==> config.mk <==
export PLATFORM = sky130hd
export DESIGN_NAME = dpmb_host
export DESIGN_NICKNAME = d
export VERILOG_FILES = /design/src/dpmb_pkg.sv /design/src/dpmb_sync.sv /design/src/dpmb_host.sv
export SDC_FILE = /design/constraint.sdc
export NUM_CORES = 1
export LEC_CHECK = 0
export BUFFER_PORTS_ARGS = -buffer_cell sky130_fd_sc_hd__clkbuf_2
export CORE_MARGIN = 2
export CORE_UTILIZATION = 45
export CTS_BUF_LIST = sky130_fd_sc_hd__clkbuf_4 sky130_fd_sc_hd__clkbuf_8 sky130_fd_sc_hd__clkbuf_16
export CTS_CLUSTER_SIZE = 20
export DETAILED_ROUTE_END_ITERATION = 8
export PLACE_DENSITY = 0.83
export SYNTH_ARGS = -nofsm -noshare
export SYNTH_HDL_FRONTEND = slang
export SYNTH_HIERARCHICAL = 1
export SYNTH_SLANG_ARGS = --single-unit
==> constraint.sdc <==
create_clock -name CORE_CLK_I -period 1.95 [get_ports CORE_CLK_I]
set_clock_uncertainty 0.05 [all_clocks]
set_input_delay 0.585 -clock CORE_CLK_I [delete_from_list [all_inputs] [get_ports CORE_CLK_I]]
set_output_delay 0.585 -clock CORE_CLK_I [all_outputs]
set_load 0.01 [all_outputs]
==> src/dpmb_pkg.sv <==
// dpmb_pkg: constants, types and states of the dual-port mailbox host.
// assumes a 125 MHz core clock and one port of a 64K-deep, 18-bit RAM.
package dpmb_pkg;

   localparam int ADDR_W = 16;
   localparam int DATA_W = 18;
   localparam int CNT_W  = 4;
   localparam int CLK_PS = 8000;

   // mailbox words at the top of the array
   localparam logic [ADDR_W-1:0] MBOX_RIGHT_ADDR = 16'hFFFF;
   localparam logic [ADDR_W-1:0] MBOX_LEFT_ADDR  = 16'hFFFE;
   localparam logic [2:0]        TOK_IDX_W_MSB   = 3'h2;

   // device timing in ns (slowest speed grade)
   localparam int T_ACCESS_NS = 25;
   localparam int T_PWE_NS    = 22;
   localparam int T_SETTLE_NS = 20;
   localparam int T_RECOV_NS  = 10;
   localparam int T_RETRY_NS  = 25;

   // least times, rounded up to whole cycles
   localparam int ACCESS_CYC = (T_ACCESS_NS * 1000 + CLK_PS - 1) / CLK_PS;
   localparam int PWE_CYC    = (T_PWE_NS * 1000 + CLK_PS - 1) / CLK_PS;
   localparam int SETTLE_CYC = (T_SETTLE_NS * 1000 + CLK_PS - 1) / CLK_PS;
   localparam int RECOV_CYC  = (T_RECOV_NS * 1000 + CLK_PS - 1) / CLK_PS;
   localparam int RETRY_CYC  = (T_RETRY_NS * 1000 + CLK_PS - 1) / CLK_PS;
   localparam int SYNC_CYC   = 2;

   // last value of the phase counter in each phase
   localparam logic [CNT_W-1:0] SETTLE_LAST =
      CNT_W'(SETTLE_CYC + SYNC_CYC - 1);
   localparam logic [CNT_W-1:0] READ_LAST  = CNT_W'(ACCESS_CYC + SYNC_CYC - 1);
   localparam logic [CNT_W-1:0] PWE_LAST   = CNT_W'(PWE_CYC - 1);
   localparam logic [CNT_W-1:0] RECOV_LAST = CNT_W'(RECOV_CYC - 1);
   localparam logic [CNT_W-1:0] RETRY_LAST = CNT_W'(RETRY_CYC - 1);

   typedef enum logic [2:0] {
      OP_MEM_RD   = 3'h0,
      OP_MEM_WR   = 3'h1,
      OP_MBX_SEND = 3'h2,
      OP_MBX_READ = 3'h3,
      OP_TOK_ACQ  = 3'h4,
      OP_TOK_REL  = 3'h5,
      OP_TOK_RD   = 3'h6
   } dpmb_op_t;

   typedef enum logic [4:0] {
      ST_IDLE   = 5'h01,
      ST_SETUP  = 5'h02,
      ST_STROBE = 5'h04,
      ST_HOLD   = 5'h08,
      ST_RECOV  = 5'h10
   } dpmb_st_t;

   typedef struct packed {
      dpmb_op_t          op;
      logic [ADDR_W-1:0] addr;
      logic [DATA_W-1:0] wdata;
   } dpmb_cmd_t;

   typedef struct packed {
      logic [DATA_W-1:0] rdata;
      logic              owned;
      logic              busy_seen;
   } dpmb_rsp_t;

   typedef struct packed {
      logic              ce_n;
      logic              oe_n;
      logic              rw_n;
      logic              sel_n;
      logic              be_n;
      logic [ADDR_W-1:0] addr;
      logic [DATA_W-1:0] dout;
      logic              doe;
   } dpmb_pins_t;

   localparam dpmb_pins_t PINS_RST = '{ce_n: 1'b1, oe_n: 1'b1, rw_n: 1'b1,
      sel_n: 1'b1, be_n: 1'b1, addr: 16'h0000, dout: 18'h00000, doe: 1'b0};

   typedef struct packed {
      dpmb_st_t         st;
      dpmb_pins_t       pins;
      dpmb_rsp_t        rsp;
      logic [CNT_W-1:0] cnt;
      logic             tok;
      logic             wr;
      logic             acq;
      logic             fin;
      logic             done;
      logic             ready;
      logic             int_o;
   } dpmb_state_t;

endpackage

==> src/dpmb_sync.sv <==
// dpmb_sync: two-flop synchroniser for a bus of pin levels.
// assumes each bit is a level that holds for several core cycles.
`timescale 1ns/1ps
`default_nettype none
module dpmb_sync #(
   parameter int           W       = 1,
   parameter logic [W-1:0] RST_VAL = '0
) (
   input  wire logic         clk_i,
   input  wire logic         rst_n_i,
   input  wire logic [W-1:0] d_i,
   output logic      [W-1:0] q_o
);
   logic [1:0][W-1:0] stg_r;
   logic [1:0][W-1:0] stg_nxt;

   always_comb begin
      stg_nxt[0] = d_i;
      stg_nxt[1] = stg_r[0];
   end

   always_ff @(posedge clk_i) begin
      if (!rst_n_i) begin
         stg_r <= {RST_VAL, RST_VAL};
      end else begin
         stg_r <= stg_nxt;
      end
   end

   assign q_o = stg_r[1];
endmodule
`default_nettype wire

==> src/dpmb_host.sv <==
// dpmb_host: controller driving one port of an asynchronous dual-port
// RAM: array words, mailboxes, busy retry and token latches.
// assumes the device pins are asynchronous; all device inputs are synchronised.
// Function
// - array reads drive chip select and output enable both active.
// - token reads use token select instead of chip select, with output enable.
// - without message passing, keep interrupt flag away from interrupt input.
// - delay writes until busy has settled after select or address match.
// - acquire by writing zero then reading back; one means keep polling.
// - after a token write, deselect for the recovery interval before reading.
// - chip select inactive for token access; address bits 0-2 pick latch.
`timescale 1ns/1ps
`default_nettype none
module dpmb_host (
   // clock and reset
   input  wire logic                      CORE_CLK_I,
   input  wire logic                      RST_N_I,
   // user command side
   input  wire logic                      CMD_VALID_I,
   input  wire dpmb_pkg::dpmb_cmd_t       CMD_I,
   input  wire logic                      PORT_RIGHT_I,
   input  wire logic                      MSG_EN_I,
   output logic                           CMD_READY_O,
   output logic                           DONE_O,
   output dpmb_pkg::dpmb_rsp_t            RSP_O,
   output logic                           INT_O,
   // device port pins
   output logic                           CE_N_O,
   output logic                           OE_N_O,
   output logic                           RW_N_O,
   output logic                           TOKEN_LATCH_SELECT_N_O,
   output logic                           BE_N_O,
   output logic [dpmb_pkg::ADDR_W-1:0]    ADDR_O,
   output logic [dpmb_pkg::DATA_W-1:0]    DQ_O,
   output logic                           DQ_OE_O,
   input  wire logic [dpmb_pkg::DATA_W-1:0] DQ_I,
   input  wire logic                      BUSY_N_I,
   input  wire logic                      INT_N_I
);
   import dpmb_pkg::*;

   dpmb_state_t       s_r;
   dpmb_state_t       s_nxt;
   logic [DATA_W-1:0] dq_s;
   logic              busy_n_s;
   logic              int_n_s;

   dpmb_sync #(
      .W       (DATA_W + 2),
      .RST_VAL ({2'b11, {DATA_W{1'b0}}})
   ) u_sync (
      .clk_i   (CORE_CLK_I),
      .rst_n_i (RST_N_I),
      .d_i     ({BUSY_N_I, INT_N_I, DQ_I}),
      .q_o     ({busy_n_s, int_n_s, dq_s})
   );

   // select the device for the access held in the state
   function automatic dpmb_pins_t sel_on(dpmb_pins_t p, logic tok, logic wr);
      dpmb_pins_t q;
      q       = p;
      q.ce_n  = tok;
      q.sel_n = ~tok;
      q.be_n  = tok;
      q.oe_n  = wr;
      q.rw_n  = 1'b1;
      q.doe   = wr;
      return q;
   endfunction

   function automatic dpmb_pins_t sel_off(dpmb_pins_t p);
      dpmb_pins_t q;
      q       = p;
      q.ce_n  = 1'b1;
      q.sel_n = 1'b1;
      q.be_n  = 1'b1;
      q.oe_n  = 1'b1;
      q.rw_n  = 1'b1;
      q.doe   = 1'b0;
      return q;
   endfunction

   always_comb begin
      s_nxt       = s_r;
      s_nxt.done  = 1'b0;
      s_nxt.int_o = MSG_EN_I & ~int_n_s;
      case (s_r.st)
         ST_IDLE: begin
            s_nxt.ready = 1'b1;
            if (CMD_VALID_I) begin
               s_nxt.ready = 1'b0;
               s_nxt.rsp   = '0;
               s_nxt.cnt   = '0;
               s_nxt.fin   = 1'b0;
               s_nxt.tok   = CMD_I.op inside {OP_TOK_ACQ, OP_TOK_REL,
                                              OP_TOK_RD};
               s_nxt.wr    = CMD_I.op inside {OP_MEM_WR, OP_MBX_SEND,
                                              OP_TOK_ACQ, OP_TOK_REL};
               s_nxt.acq   = CMD_I.op == OP_TOK_ACQ;
               s_nxt.pins.dout = CMD_I.wdata;
               s_nxt.pins.addr = CMD_I.addr;
               case (CMD_I.op)
                  OP_MBX_SEND: s_nxt.pins.addr = PORT_RIGHT_I ?
                     MBOX_LEFT_ADDR : MBOX_RIGHT_ADDR;
                  OP_MBX_READ: s_nxt.pins.addr = PORT_RIGHT_I ?
                     MBOX_RIGHT_ADDR : MBOX_LEFT_ADDR;
                  OP_TOK_ACQ, OP_TOK_REL, OP_TOK_RD: begin
                     s_nxt.pins.addr = {13'h0000, CMD_I.addr[2:0]};
                     s_nxt.pins.dout = {{(DATA_W-1){1'b0}},
                                        CMD_I.op == OP_TOK_REL};
                  end
                  default: ;
               endcase
               s_nxt.pins = sel_on(s_nxt.pins, s_nxt.tok, s_nxt.wr);
               s_nxt.st   = ST_SETUP;
            end
         end
         ST_SETUP: begin
            s_nxt.cnt = s_r.cnt + 4'h1;
            if (s_r.wr && s_r.cnt == SETTLE_LAST) begin
               s_nxt.cnt = '0;
               if (!s_r.tok && !busy_n_s) begin
                  // lost arbitration: back off and retry the write
                  s_nxt.rsp.busy_seen = 1'b1;
                  s_nxt.pins = sel_off(s_r.pins);
                  s_nxt.st   = ST_RECOV;
               end else begin
                  s_nxt.pins.rw_n = 1'b0;
                  s_nxt.st        = ST_STROBE;
               end
            end else if (!s_r.wr && s_r.cnt == READ_LAST) begin
               s_nxt.cnt       = '0;
               s_nxt.rsp.rdata = dq_s;
               s_nxt.rsp.owned = s_r.tok & ~dq_s[0];
               s_nxt.pins      = sel_off(s_r.pins);
               s_nxt.st        = ST_RECOV;
               if (!s_r.tok && !busy_n_s) begin
                  s_nxt.rsp.busy_seen = 1'b1;
               end else if (!(s_r.acq && dq_s[0])) begin
                  // finished; a held latch keeps the acquire polling
                  s_nxt.done  = 1'b1;
                  s_nxt.ready = 1'b1;
                  s_nxt.st    = ST_IDLE;
               end
            end
         end
         ST_STROBE: begin
            s_nxt.cnt = s_r.cnt + 4'h1;
            if (s_r.cnt == PWE_LAST) begin
               s_nxt.cnt       = '0;
               s_nxt.pins.rw_n = 1'b1;
               s_nxt.st        = ST_HOLD;
            end
         end
         ST_HOLD: begin
            // data stays one cycle past the write end, then release
            s_nxt.pins = sel_off(s_r.pins);
            s_nxt.fin  = ~s_r.acq;
            s_nxt.wr   = 1'b0;
            s_nxt.st   = ST_RECOV;
         end
         ST_RECOV: begin
            s_nxt.cnt = s_r.cnt + 4'h1;
            if (s_r.cnt == (s_r.tok ? RECOV_LAST : RETRY_LAST)) begin
               s_nxt.cnt = '0;
               if (s_r.fin) begin
                  s_nxt.done  = 1'b1;
                  s_nxt.ready = 1'b1;
                  s_nxt.st    = ST_IDLE;
               end else begin
                  s_nxt.pins = sel_on(s_r.pins, s_r.tok, s_r.wr);
                  s_nxt.st   = ST_SETUP;
               end
            end
         end
         default: begin
            s_nxt.pins = PINS_RST;
            s_nxt.st   = ST_IDLE;
         end
      endcase
   end

   always_ff @(posedge CORE_CLK_I) begin
      if (!RST_N_I) begin
         s_r <= '{st: ST_IDLE, pins: PINS_RST, rsp: '0, cnt: '0,
                  tok: 1'b0, wr: 1'b0, acq: 1'b0, fin: 1'b0,
                  done: 1'b0, ready: 1'b0, int_o: 1'b0};
      end else begin
         s_r <= s_nxt;
      end
   end

   assign CMD_READY_O            = s_r.ready;
   assign DONE_O                 = s_r.done;
   assign RSP_O                  = s_r.rsp;
   assign INT_O                  = s_r.int_o;
   assign CE_N_O                 = s_r.pins.ce_n;
   assign OE_N_O                 = s_r.pins.oe_n;
   assign RW_N_O                 = s_r.pins.rw_n;
   assign TOKEN_LATCH_SELECT_N_O = s_r.pins.sel_n;
   assign BE_N_O                 = s_r.pins.be_n;
   assign ADDR_O                 = s_r.pins.addr;
   assign DQ_O                   = s_r.pins.dout;
   assign DQ_OE_O                = s_r.pins.doe;

   // checking helpers: select-low and token-deselect run lengths
   logic [7:0] ce_lo_cnt_r;
   logic [7:0] sel_hi_cnt_r;
   logic       tok_wr_last_r;

   always_ff @(posedge CORE_CLK_I) begin
      if (!RST_N_I) begin
         ce_lo_cnt_r   <= 8'h00;
         sel_hi_cnt_r  <= 8'hFF;
         tok_wr_last_r <= 1'b0;
      end else begin
         ce_lo_cnt_r  <= s_r.pins.ce_n ? 8'h00 : ce_lo_cnt_r + 8'h01;
         sel_hi_cnt_r <= !s_r.pins.sel_n ? 8'h00 :
                         (sel_hi_cnt_r == 8'hFF ? 8'hFF : sel_hi_cnt_r + 8'h01);
         if (!s_r.pins.sel_n && !s_r.pins.rw_n) begin
            tok_wr_last_r <= 1'b1;
         end else if (!s_r.pins.sel_n && !s_r.pins.oe_n) begin
            tok_wr_last_r <= 1'b0;
         end
      end
   end
endmodule
`default_nettype wire

==> results of run 1 <==
## kinds of logic after synthesis
logic type | Yosys count | synth area share [%]
adder cells (fa/ha/maj) | 4 | 1.06
XOR/XNOR | 5 | 0.925
multiplexers | 2 | 0.449
buffers and inverters | 89 | 11.8
flip-flops | 116 | 49.1
AND/OR/NAND/NOR | 184 | 20.2
AO/OA/AOI/OAI | 104 | 16.4
## report_power, final
part           leakage (nW)  internal [mW]  switching [mW]
sequential            0.952           2.49          0.0661
combinational          1.46          0.354           0.415
clock                 0.270           1.86            1.12
total                  2.69           4.70            1.60
## cell usage in the layout (no fill, tap or decap), drive strengths merged, types with 2 or more instances in the layout
cell type,count
o21a,2
o211ai,3
buf,53
xor2,2
nand4,2
a31oi,6
bufinv,2
nor2,73
dfxtp,116
a311oi,2
clkinv,4
inv,10
nor2b,6
xnor2,3
nand3b,2
clkinvlp,5
a21oi,18
nor3,7
a32oi,2
nand2,20
a21o,2
ha,4
nor3b,3
a2111oi,3
clkbuf,142
and3,6
o2bb2ai,12
nand2b,4
o21ai,12
or3b,3
nand3,6
and2,39
or3,8
a22oi,35
o32a,4
## flip-flops by register name (all words and copies together) (netlist names)
signal                  cells
u_sync/q_o                 20
CE_N_O                      1
RW_N_O                      1
s_r                        13
CMD_READY_O                 1
u_sync/stg_nxt             20
RSP_O                      20
INT_O                       1
DONE_O                      1
DQ_O                       18
ADDR_O                     16
TOKEN_LATCH_SELECT_N_O      1
DQ_OE_O                     1
BE_N_O                      1
OE_N_O                      1
## per-stage QoR
stage	cell area, um^2	cells
after floorplan	4740	504
after global placement	5370	725
after detailed placement	5370	725
after CTS	6050	761
after global routing	6170	768
final	6170	768
## what timing repair did
action | in CTS | in global routing
cloned | 0 | 1
resized for setup | 16 | 17
pin swaps | 4 | 9
buffers inserted | 4 | 6
setup endpoints to repair | 48 | 62
## worst paths after layout
path / end / depth (start not counted) / from
min reg2reg: INT_O / 1 / u_sync/q_o[18]
max: s_r[9] / 7 / s_r[7]
max reg2reg: s_r[9] / 7 / s_r[7]
min: u_sync/stg_nxt[38] / 2 / INT_N_I
## worst register-to-register path: stages (launching register included)
cell and delay (ps):
dfxtp_4 380, inv_4 50, ha_4 160, mux2_4 280, a2111oi_4 350, a211oi_2 110
or3b_1 360, a31oi_1 160
## layout make-up
type / instances / area (um^2)
multi-input cells: 300 / 1980
clock buffers: 18 / 428
fillers: 889 / 4110
flip-flops and latches: 116 / 2330
inverters: 7 / 28.8
clock inverters: 14 / 151
well taps: 136 / 170
repair buffers: 177 / 1070
## routing by layer
layer | share of wire, % | track usage (%) | vias up
met3 | 5.5 | 5.95 | 23
li1 | - | - | 1922
met4 | 2.1 | 8.35 | 0
met1 | 43 | 23.6 | 1848
met5 | 0 | 0 | -
met2 | 49 | 34.9 | 112
==> results by group, run 1 <==
Critical path
  – CP Data Arrival Time: 2350 ps
  – CP top delay family: compound AO/OA/AOI/OAI gates
  – Crit end category: flip-flop
  – CP Launch Type: flip-flop
  – Slowest-stage cell, CP: dfxtp_4
  – Reg2reg setup slack: -20 ps
  – Max incr delay on CP: 380 ps
  – Worst path required time: 2330 ps
  – CP Cell Sequence: inv_4 > ha_4 > mux2_4 > a2111oi_4 > a211oi_2 > or3b_1 > a31oi_1
  – CP Buf/Inv Count: 1
  – CP max FO: 4
  – Kind of critical path: reg2reg

Global route
  – Gr usage total: 20.3%
  – Vias in the first global route: 3,839
  – First-pass GRT wire length: 18.0 mm
  – Pin count of the biggest net entering global routing: 43
  – GR Overflow Total: 0
  – Antenna violations before repair: 0

Place
  – DP HPWL: 8.16 mm
  – Gp weighted congestion: 0.941
  – Post-Place Setup Slack: -156 ps
  – Buffers on Ports: 124

Clock network
  – Clk buf depth: 2
  – Cts hold-fix bufs: 0
  – Root buf cell: clkbuf_8
  – # H-tree levels: 4
  – CTS Buf Count: 17
  – Worst skew pair latency: 510 ps
  – CTS tree: done
  – Worst-path clk slew: 60 ps
  – Num Clock Sinks: 116

Drt
  – Final ANT Viol Nets: 0
  – Starting DRC count in detailed routing: 307
  – DRC violations left: 0
  – Vias: 3,905
  – Vias per cell: 5.08
  – Drt total wl: 11.6 mm
  – TritonRoute pass-1 iters: 4
  – Per-cell routed wire length: 15.2 um

STA
  – Fmax: 509 MHz
  – Slew headroom: 60.7%
  – Final worst-path cycle share: 101%
  – Final max-slew violation count: 0
  – Min Clock Period, post-route: 1970 ps
  – TNS Setup: -23.1 ps
  – Hold slack: 210 ps
  – Actual slew at the worst max-slew pin: 586 ps
  – Final worst setup slack: -15.2 ps
  – Setup violators final: 2
  – Final Hold Viols: 0
  – Unrepaired setup endpoints after global routing: yes

Yosys
  – Mapped Avg Cell Area: 9.39 um^2
  – Post-synthesis cell type count: 50
  – Ys flop type: dfxtp_1
  – Yosys reg bits: 116
  – Post-synth EDFFs: 0
  – Area contributors post-synth: dfxtp_1, buf_4, nor2_1
  – Ys async rst share: 0%
  – Syn nets: 570
  – Count leader, synth: dfxtp_1
  – Synth cell count leaders: dfxtp_1, nor2_1, buf_4
  – Cell taking the most area after synthesis: dfxtp_1
  – Yosys top cell area share: 49.1%
  – Synthesis Warnings: 6
  – Gate Count Post-Synth: 504
  – Register area share after synthesis: 49.1%
  – Syn Std Cell Area: 0.00473 mm^2

Finish
  – ANT cells: 0
  – Layout cells sized above 1: 38.3%
  – Layout area overhead: 30.3%
  – Final nets: 685
  – Fin util: 60.0%

Die
  – Ports: 125
  – Die extent in x: 107 um
  – Die Ht: 107 um
  – Starting Density: 46.1%
  – Die area: 0.0114 mm^2
  – FP Rows: 37
  – Total core area: 0.0103 mm^2

Worst hold path
  – Hold crit path type: in2reg

Power and ir drop
  – Pwr/cell area: 1020 mW/mm^2
  – VDD IR-drop max: 0.000604 V
  – Pleak: 2.69 nW
  – Design Power: 6.31 mW

Outcome
  – Outcome: complete, but fails checks
  – Failing checks: setup timing

Job
  – Max Cap Viol: 0
(Power assumes the default switching activity.)
==> run 2: changes to the inputs <==
SETUP_SLACK_MARGIN = 0.4   (was unset)
SKIP_CTS_REPAIR_TIMING = 1   (was unset)
==> results by group, run 2 (same netlist as run 1, synthesis figures left out) <==
STA
  – Final Hold Viols: 0 (unchanged)
  – Min Clock Period, post-route: 2080 ps (+118 ps)
  – Actual slew at the worst max-slew pin: 637 ps (+50.8 ps)
  – Fmax: 480 MHz (-5.7%)
  – Slew headroom: 57.3% (-3.4 points)
  – Final worst-path cycle share: 107% (+6.0 points)
  – Hold slack: 201 ps (-9.15 ps)
  – Final worst setup slack: -133 ps (-118 ps)
  – Setup violators final: 24 (+22)
  – Final max-slew violation count: 0 (unchanged)
  – Unrepaired setup endpoints after global routing: yes

Power and ir drop
  – Power Internal: 4.83 mW (+2.6%)
  – Design Power: 6.63 mW (+5.2%)
  – Pleak: 3.17 nW (+18%)
  – Logic pwr share: 17.5% (+5.3 points)
  – Switching share of power: 27.2% (+1.8 points)
  – Seq pwr share: 39.3% (-1.3 points)
  – Clock power frac: 43.2% (-4.0 points)
  – Pwr/cell area: 874 mW/mm^2 (-15%)
  – Switching power: 1.80 mW (+13%)
  – VDD IR-drop max: 0.000637 V (+5.6%)

Die
  – Die area: 0.0114 mm^2 (unchanged)
  – Die extent in x: 107 um (unchanged)
  – Ports: 125 (unchanged)
  – Starting Density: 46.1% (unchanged)
  – Total core area: 0.0103 mm^2 (unchanged)
  – Die Ht: 107 um (unchanged)
  – FP Rows: 37 (unchanged)

Clock network
  – # H-tree levels: 4 (unchanged)
  – CTS Buf Count: 17 (unchanged)
  – Worst skew pair latency: 510 ps (about the same)
  – Root buf cell: clkbuf_8
  – Clk buf depth: 2 (unchanged)
  – Worst-path clk slew: 60 ps (about the same)
  – CTS tree: done
  – Num Clock Sinks: 116 (unchanged)

Critical path
  – CP Launch Type: flip-flop
  – CP Buf/Inv Count: 4 (+3)
  – Kind of critical path: reg2reg
  – CP Data Arrival Time: 2450 ps (+100 ps)
  – Crit end category: flip-flop
  – CP max FO: 8 (+4)
  – Max incr delay on CP: 350 ps (-30 ps)
  – CP top delay family: simple AND/OR/NAND/NOR gates
  – Worst path required time: 2320 ps (about the same)
  – CP Cell Sequence: inv_4 > ha_4 > buf_6 > nor4bb_4 > buf_4 > and3_4 > buf_12 > a32oi_1 > nor2_1
  – Reg2reg setup slack: -130 ps (-120 ps)
  – Slowest-stage cell, CP: dfxtp_4

Finish
  – Final std cells w/o fill: 815 (+6.1%)
  – Commonest cells after routing, fill and taps aside: buf_4, buf_6, nor2_1
  – Final nets: 732 (+6.9%)
  – Layout area overhead: 60.3%
  – Fillers: 606 (-32%)
  – Layout cells sized above 1: 63.9% (+26 points)
  – Most common cell after layout, fill and taps aside: buf_4
  – ANT cells: 0 (unchanged)

Global route
  – Grt peak-use layer: met2
  – GR Util met2: 33.8% (-1.1 points)
  – GRT met3 Usage: 5.27% (-0.67 points)
  – Vias in the first global route: 3,793 (-1.2%)
  – Pin count of the biggest net entering global routing: 41 (-4.7%)
  – Gr usage total: 20.2% (-0.083 points)
  – Antenna violations before repair: 0 (unchanged)
  – GR Overflow Total: 0 (unchanged)
  – First-pass GRT wire length: 18.3 mm (+1.2%)
  – Grt met1 use: 24.6% (+0.98 points)

Drt
  – Final ANT Viol Nets: 0 (unchanged)
  – Vias per cell: 5.38 (+5.7%)
  – Drt total wl: 14.9 mm (+28%)
  – Starting DRC count in detailed routing: 289 (-5.9%)
  – Vias: 4,381 (+12%)
  – Per-cell routed wire length: 18.3 um (+21%)
  – DRC violations left: 0 (unchanged)
  – TritonRoute pass-1 iters: 5 (+1)

Place
  – DP HPWL: 8.26 mm (+1.2%)
  – Cells after DPL: 714 (-1.5%)
  – Buffers on Ports: 124 (unchanged)
  – Gp weighted congestion: 0.932 (-0.96%)

Worst hold path
  – Hold crit path type: in2reg

Outcome
  – Failing checks: setup timing
  – Outcome: complete, but fails checks

Job
  – Max Cap Viol: 0 (unchanged)
-- run 2: worst register-to-register path: stages (launching register included) --
cell      delay (ps)
dfxtp_4          350
inv_4             70
ha_4             140
buf_6             90
nor4bb_4         340
buf_4            180
and3_4           330
buf_12           170
a32oi_1           70
nor2_1           210
-- run 2: per-layer routing --
| metal | share of wire [%] | up-vias |
|---|---|---|
| met3 | 6.8 | 52 |
| met1 | 38 | 2103 |
| met4 | 3.6 | 0 |
| met5 | 0 | - |
| li1 | - | 2022 |
| met2 | 52 | 204 |
-- run 2: per-stage QoR --
| step | setup TNS (ps) | setup slack [ps] | area, um^2 | utilization, % |
|---|---|---|---|---|
| 2_1_floorplan | 0 | 41.2 | 5070 | - |
| 3_3_place_gp | 0 | 2.94 | 5500 | 53.5 |
| 3_5_place_dp | -410 | -52.1 | 5500 | 53.5 |
| 4_1_cts | -589 | -68.3 | 6040 | 58.8 |
| 5_1_grt | -3190 | -175 | 7590 | 73.8 |
| 6_report | -968 | -133 | 7590 | 73.8 |
-- run 2: layout make-up --
class	count	area (um^2)	area share, %
flip-flops and latches	116	2430	32.0
repair buffers	221	1890	24.9
inverters	7	31.3	0.412
clock buffers	20	437	5.76
clock inverters	12	106	1.40
well taps	136	170	2.24
multi-input cells	303	2520	33.3
-- run 2: path summary, 6_finish.rpt --
| path | from | to | cells past startpoint |
|---|---|---|---|
| worst max-delay path | s_r[8] | DONE_O | 9 |
| worst min-delay path | INT_N_I | u_sync/stg_nxt[38] | 2 |
| worst max register to register | s_r[8] | DONE_O | 9 |
| worst min register to register | u_sync/q_o[18] | INT_O | 1 |
-- run 2: power groups by stage --
stage | registers, mW | clock network, mW | logic (mW)
2_1_floorplan | 2.61 | 0 | 0.534
3_3_place_gp | 2.62 | 0 | 0.713
3_5_place_dp | 2.63 | 0 | 0.724
4_1_cts | 2.58 | 2.86 | 0.731
5_1_grt | 2.61 | 3.00 | 1.23
6_report | 2.61 | 2.86 | 1.16
